File: src/ctrl_pkg.sv
// Shared constants for the block-level start/done handshake controller.
// Assumes a single clock domain at 40 MHz.
package ctrl_pkg;

  // Handshake mode encodings.
  typedef enum logic [1:0] {
    basic_handshake_mode = 2'b00,
    backpressure_handshake_mode = 2'b01,
    handshake_free_mode = 2'b10
  } hs_mode_t;

  // Controller state encodings.
  typedef enum logic [1:0] {
    st_idle = 2'b00,
    st_busy = 2'b01,
    st_hold = 2'b10
  } ctrl_state_t;

  localparam int unsigned RESULT_WIDTH = 32;
  localparam int unsigned LATENCY = 4;
  localparam logic [RESULT_WIDTH-1:0] RESULT_RESET = 32'h0000_0000;
  localparam logic [RESULT_WIDTH-1:0] ACC_SEED = 32'h0000_0001;

endpackage

File: src/hs_ctrl.sv
// Block-level start/done handshake controller with a small worked function.
// Assumes all inputs are synchronous to clk_i and a single clock domain.
`timescale 1ns/10ps

// What this block does
// - Wait idle after reset until go_request High.
// - Drop idle_flag at once when starting.
// - Raise finish_flag when an operation completes.
// - result_word valid whenever finish_flag High.
// - accept_ready stays Low until operation started.
// - Non-pipelined: accept_ready together with finish_flag; in back-pressure mode only once downstream_proceed High.
// - go_request Low at ready: finish, halt.
// - go_request High at ready: restart immediately.
// - On halt idle_flag rises after finish_flag.
// - Back-to-back operation keeps idle_flag Low.
// - Back-pressure mode adds downstream_proceed input.
// - downstream_proceed High at finish: keep operating.
// - downstream_proceed Low: hold finish and result.
// - Handshake-free mode ignores the handshake inputs and ties the handshake outputs Low.
// - result_word carries the result only with a return value; with HAS_RESULT 0 it is tied to zero.
// - Default mode is the basic handshake.
module hs_ctrl #(
  parameter ctrl_pkg::hs_mode_t MODE = ctrl_pkg::basic_handshake_mode,
  parameter bit HAS_RESULT = 1'b1,
  parameter int unsigned WIDTH = ctrl_pkg::RESULT_WIDTH,
  parameter int unsigned LATENCY = ctrl_pkg::LATENCY
) (
  input wire logic clk_i,
  input wire logic arst_n_i,
  input wire logic go_request_i,
  input wire logic downstream_proceed_i,
  input wire logic [WIDTH-1:0] operand_i,
  output logic idle_flag_o,
  output logic accept_ready_o,
  output logic finish_flag_o,
  output logic [WIDTH-1:0] result_word_o
);

  // In handshake-free mode the handshake ports are unused and read as tied:
  // the block free-runs and its handshake outputs are forced Low.
  wire logic free_mode = (MODE == ctrl_pkg::handshake_free_mode);
  wire logic chain_mode = (MODE == ctrl_pkg::backpressure_handshake_mode);
  wire logic go = free_mode ? 1'b1 : go_request_i;
  // Outside the back-pressure mode the proceed input is ignored.
  wire logic proceed = chain_mode ? downstream_proceed_i : 1'b1;

  ctrl_pkg::ctrl_state_t state;
  ctrl_pkg::ctrl_state_t next_state;
  logic [WIDTH-1:0] acc;
  logic [WIDTH-1:0] result;
  logic [WIDTH-1:0] operand;
  logic done;
  logic last;

  // The operation finishes on its last busy cycle, when the latency counter flags last.
  wire logic busy = (state == ctrl_pkg::st_busy);
  wire logic holding = (state == ctrl_pkg::st_hold);
  wire logic finish_now = busy && last;
  // A start is taken from idle, or back to back in the finish cycle, where ready stands and go is judged.
  wire logic start_idle = (state == ctrl_pkg::st_idle) && go;
  wire logic release_hold = holding && proceed;
  wire logic restart = release_hold && go;
  wire logic load = start_idle || restart;

  latency_counter #(
    .LATENCY(LATENCY),
    .CW(8)
  ) u_latency (
    .clk_i(clk_i),
    .arst_n_i(arst_n_i),
    .load_i(load),
    .run_i(busy),
    .last_o(last)
  );

  always_comb begin
    next_state = state;
    unique case (state)
      ctrl_pkg::st_idle: begin
        if (go) begin
          next_state = ctrl_pkg::st_busy;
        end
      end
      ctrl_pkg::st_busy: begin
        if (last) begin
          next_state = ctrl_pkg::st_hold;
        end
      end
      // The finish cycle: go is looked at while ready stands, not before it.
      ctrl_pkg::st_hold: begin
        if (!proceed) begin
          next_state = ctrl_pkg::st_hold;
        end else if (go) begin
          next_state = ctrl_pkg::st_busy;
        end else begin
          next_state = ctrl_pkg::st_idle;
        end
      end
      default: begin
        next_state = ctrl_pkg::st_idle;
      end
    endcase
  end

  always_ff @(posedge clk_i or negedge arst_n_i) begin
    if (!arst_n_i) begin
      state <= ctrl_pkg::st_idle;
    end else begin
      state <= next_state;
    end
  end

  // Operand is captured at start; the worked function accumulates it.
  always_ff @(posedge clk_i or negedge arst_n_i) begin
    if (!arst_n_i) begin
      operand <= ctrl_pkg::RESULT_RESET;
      acc <= ctrl_pkg::RESULT_RESET;
    end else if (load) begin
      operand <= operand_i;
      acc <= ctrl_pkg::ACC_SEED[WIDTH-1:0];
    end else if (busy) begin
      acc <= WIDTH'(acc + operand);
    end
  end

  // Result is registered at finish and held while finish_flag stays up.
  always_ff @(posedge clk_i or negedge arst_n_i) begin
    if (!arst_n_i) begin
      result <= ctrl_pkg::RESULT_RESET;
    end else if (finish_now) begin
      result <= WIDTH'(acc + operand);
    end
  end

  // Done is a registered level: high the cycle after the last compute cycle,
  // and kept high through a back-pressure hold.
  always_ff @(posedge clk_i or negedge arst_n_i) begin
    if (!arst_n_i) begin
      done <= 1'b0;
    end else begin
      done <= finish_now || (holding && !proceed);
    end
  end

  // Non-pipelined: ready coincides with finish, gated by proceed in back-pressure mode, and only after a start.
  assign finish_flag_o = free_mode ? 1'b0 : done;
  assign accept_ready_o = free_mode ? 1'b0 : (done && proceed);
  // Idle is Low from the start cycle on and while busy or holding.
  assign idle_flag_o = free_mode ? 1'b0 : ((state == ctrl_pkg::st_idle) && !go_request_i && !done);
  assign result_word_o = HAS_RESULT ? result : '0;

endmodule

File: src/latency_counter.sv
// Cycle counter that measures the length of one operation.
// Assumes a synchronous clear and a one-cycle start pulse from the controller.
`timescale 1ns/10ps

module latency_counter #(
  parameter int unsigned LATENCY = 4,
  parameter int unsigned CW = 8
) (
  input wire logic clk_i,
  input wire logic arst_n_i,
  input wire logic load_i,
  input wire logic run_i,
  output logic last_o
);

  logic [CW-1:0] count;
  wire logic [CW-1:0] top_value = CW'(LATENCY - 1);

  always_ff @(posedge clk_i or negedge arst_n_i) begin
    if (!arst_n_i) begin
      count <= '0;
    end else if (load_i) begin
      count <= '0;
    end else if (run_i && count != top_value) begin
      count <= count + CW'(1);
    end
  end

  // Last cycle of the operation, while running.
  assign last_o = run_i && (count == top_value);

endmodule
File: config.mk
export PLATFORM = sky130hd
export DESIGN_NAME = hs_ctrl
export DESIGN_NICKNAME = d
export VERILOG_FILES = /design/src/ctrl_pkg.sv /design/src/hs_ctrl.sv /design/src/latency_counter.sv
export SDC_FILE = /design/constraint.sdc
export NUM_CORES = 1
export LEC_CHECK = 0
export BUFFER_PORTS_ARGS = -buffer_cell sky130_fd_sc_hd__buf_4
export CORE_MARGIN = 10
export CORE_UTILIZATION = 50
export CTS_CLUSTER_SIZE = 14
export DETAILED_ROUTE_END_ITERATION = 6
export GPL_TIMING_DRIVEN = 0
export PLACE_DENSITY = 0.73
export SLEW_MARGIN = 20
export SYNTH_ARGS = -nofsm -noshare
export SYNTH_HDL_FRONTEND = slang
export SYNTH_HIERARCHICAL = 1
export SYNTH_SLANG_ARGS = --single-unit
File: constraint.sdc
create_clock -name clk_i -period 2.75 [get_ports clk_i]
set_input_delay 0.55 -clock clk_i [delete_from_list [all_inputs] [get_ports clk_i]]
set_output_delay 0.55 -clock clk_i [all_outputs]
set_load 0.005 [all_outputs]
==> impl_metrics.yaml <==
status:
  status: "complete, no violations"
route:
  drt-total-wl_um: 16200
  drc: 0
  vias: 5065
  viasPerCell: 5.84
  drt_iter0_drc: 333
  drtAntennaViolNets: 0
  detail_route.wl_per_cell_um: 18.7
  drtPass1Iterations: 5
placement:
  dp_hpwl_um: 11800
  routabilityCongestion: 0.890
  dp_cells: 854
  dpl_cell_area_mm2: 0.00663
  portBuffers: 69
synth:
  synth_top_family_by_area: "simple AND/OR/NAND/NOR gates"
  synth.net_count: 712
  synth-edff-count: 0
  synthMuxAreaShare_pct: 2.41
  ys_async_sr_fraction_pct: 100
  syn_inst: 642
  synthDistinctLibCells: 65
  synth_seq_cells: 107
  synth_xor_area_share_pct: 4.14
  synth_flop_cell: "dfrtp_1"
  synth_compound_area_share_pct: 18.5
  yosysWarnings: 6
  syn-cell-area_mm2: 0.00593
  synth-simple-area-share_pct: 19.3
  seq_area_frac_synth_pct: 45.2
  syn_area_per_cell_um2: 9.23
  synthAdderAreaFrac_pct: 7.31
timing:
  skew_ps: 7.31
  holdWs_ps: 305
  slew-limit-headroom_pct: 35.0
  period_minus_slack_ps: 2660
  max_slew.worst_pin.slew_ps: 975
  clock.fmax_mhz: 376
  setup_viol: 0
  drv_slew: 0
  hold_viol_final: 0
  fin_crit_sh_pct: 96.6
worst_hold_path:
  hold_class: "in2async"
floorplan:
  ios: 71
  die_h_um: 129
  die-area_mm2: 0.0166
  die_w_um: 129
  initial_utilization_pct: 51.5
  core_area_mm2: 0.0115
  rows: 39
global_routing:
  grt_start_max_net_pins: 108
  grt_antenna_before_repair: 0
  grt_pass1_wl_um: 26400
  gr-total-overflow: 0
  grt_pass1_vias: 5117
  track_usage_pct: 19.9
critical_path:
  reg2reg_depth: 9
  slowest_stage: "a2111o_1"
  endpoint_kind: "register"
  path_cells: "ha_2, a211o_1, a2111o_1, a21oi_2, o2111ai_2, a31oi_2, xnor2_1, xnor2_1, o21ai_1"
  path_common_cell: "xnor2_1"
  criticalPathCategory: "reg2reg"
  crit_arrival_ps: 2870
  startpoint_type: "register"
  crit_family: "compound AO/OA/AOI/OAI gates"
  cp.depth: 9
  crit_buf_inv: 0
  critPathMaxStageDelay_ps: 410
  cp_data_required_time_ps: 2970
  cp_max_fo: 8
finish:
  area_growth_pct: 19.7
  fin_nets: 790
  drive_gt1_share_pct: 20.4
  n_antenna_cell: 0
  fin_area_mm2: 0.00709
  finalNonFillerCells: 868
clock_network:
  numCtsBuffers: 9
  cts_hold_buffers: 0
  clkLatencyLatePin_ps: 360
  cts_tree: "built"
  cts.path.max_buffers: 2
  clock_sinks: 107
  cts-root-buf: "clkbuf_16"
  htreeDepth: 3
  clk_pin_slew_ps: 70
flow_run:
  drv_cap: 0
==> layout make-up <==
type,count,area [µm²]
fill,1007,4430
multi-input combinational,488,3210
sequential,107,2680
timing repair buffer,71,537
clock buffer,13,260
tap,143,179
buffer,30,153
inverter,13,48.8
clock inverter,3,22.5
==> worst register-to-register path, delay by kind of cell, from the launching register on <==
kind	cells	cell delay, ps
AOI/OAI and AO/OA	6	1420
DFF	1	390
adders and majority gates	1	350
xor gates and xnor gates	2	360
==> placed cells by master (no fill, tap or decap), types with 3 or more instances in the layout <==
| cell type | n |
|---|---|
| o21bai_1 | 6 |
| clkbuf_8 | 3 |
| a21oi_1 | 23 |
| inv_1 | 11 |
| clkbuf_1 | 19 |
| xnor2_1 | 17 |
| xor2_1 | 11 |
| o31ai_1 | 6 |
| mux2_2 | 10 |
| o21ai_0 | 18 |
| nand3_1 | 16 |
| o21a_1 | 6 |
| dfrtp_1 | 107 |
| or4_1 | 4 |
| nand2_1 | 173 |
| a31o_2 | 3 |
| a21oi_2 | 6 |
| nor3_1 | 4 |
| a211oi_1 | 3 |
| mux2i_1 | 3 |
| buf_2 | 5 |
| nand4_1 | 20 |
| a22o_1 | 19 |
| ha_1 | 31 |
| nor2_1 | 20 |
| a21o_1 | 16 |
| nand2b_1 | 7 |
| clkbuf_16 | 9 |
| o311ai_0 | 3 |
| o21ai_1 | 9 |
| buf_4 | 73 |
==> state kept, by name (all words and copies together), names as in the netlist <==
signal and flops:
state 2, result_word_o 32, u_latency/count 8, operand 32
accept_ready_o 1, acc 32
==> final timing paths <==
kind | from | endpoint | slack (ps)
setup / recovery | acc[24] | result_word_o[31] | 90
hold / removal | arst_n_i | result_word_o[13] | 310
setup reg to reg | acc[24] | result_word_o[31] | 90
hold reg to reg | result_word_o[6] | result_word_o[6] | 480
max in group asynchronous | arst_n_i | u_latency/count[0] | 1760
min in group clk_i | operand_i[22] | operand[22] | 370
==> kinds of logic after synthesis <==
| logic type | count (synthesis) |
|---|---|
| compound gates | 152 |
| xor+xnor | 28 |
| fa+ha+maj | 34 |
| buf+inv | 47 |
| flops | 107 |
| mux | 13 |
| simple gates | 261 |
==> cell usage after synthesis, types with 4 or more instances <==
library cell	number	share of area, %
a21o_1	16	2.0
o21a_1	6	0.76
ha_1	33	7.0
nand2b_1	8	0.84
xnor2_1	17	2.5
mux2_2	10	1.9
nor2_1	21	1.3
nand2_1	174	11
o21ai_0	20	1.7
buf_2	8	0.68
a211oi_1	4	0.51
dfrtp_1	107	45
nand4_1	20	2.1
o31ai_1	7	0.89
a21oi_1	29	2.4
or4_1	4	0.51
o21bai_1	6	0.76
a22o_1	19	2.8
clkbuf_1	24	1.5
inv_1	12	0.76
xor2_1	11	1.6
o21ai_1	9	0.76
nand3_1	16	1.4
nor3_1	4	0.34
==> layer usage <==
metal	vias up	wire (µm)	GRT usage, %	part of all wire, %
li1	2426	-	-	-
met1	2489	7460	26.5	46
met2	125	7490	30.5	46
met3	25	918	5.71	5.7
met4	0	329	7.16	2.0
met5	-	0	0	0
==> metrics by stage <==
step | setup TNS [ps] | util, % | setup slack, ps
after floorplan | 0 | - | 36.2
after global placement | -30890 | 57.5 | -1070
after detailed placement | -32440 | 57.6 | -1150
after CTS | -27.0 | 60.6 | -27.0
after global routing | -0.871 | 61.6 | -0.871
final | 0 | 61.6 | 92.8
==> what timing repair did <==
item / 4_1_cts / 5_1_grt
pin swaps: 9 / 4
setup endpoints to repair: 48 / 39
setup buffers: 1 / 1
resized for setup: 22 / 24
gates cloned: 0 / 0
Power is left out: the tool's default activity adds up to more than one toggle a clock period on the data nets, which glitch-free logic cannot reach.
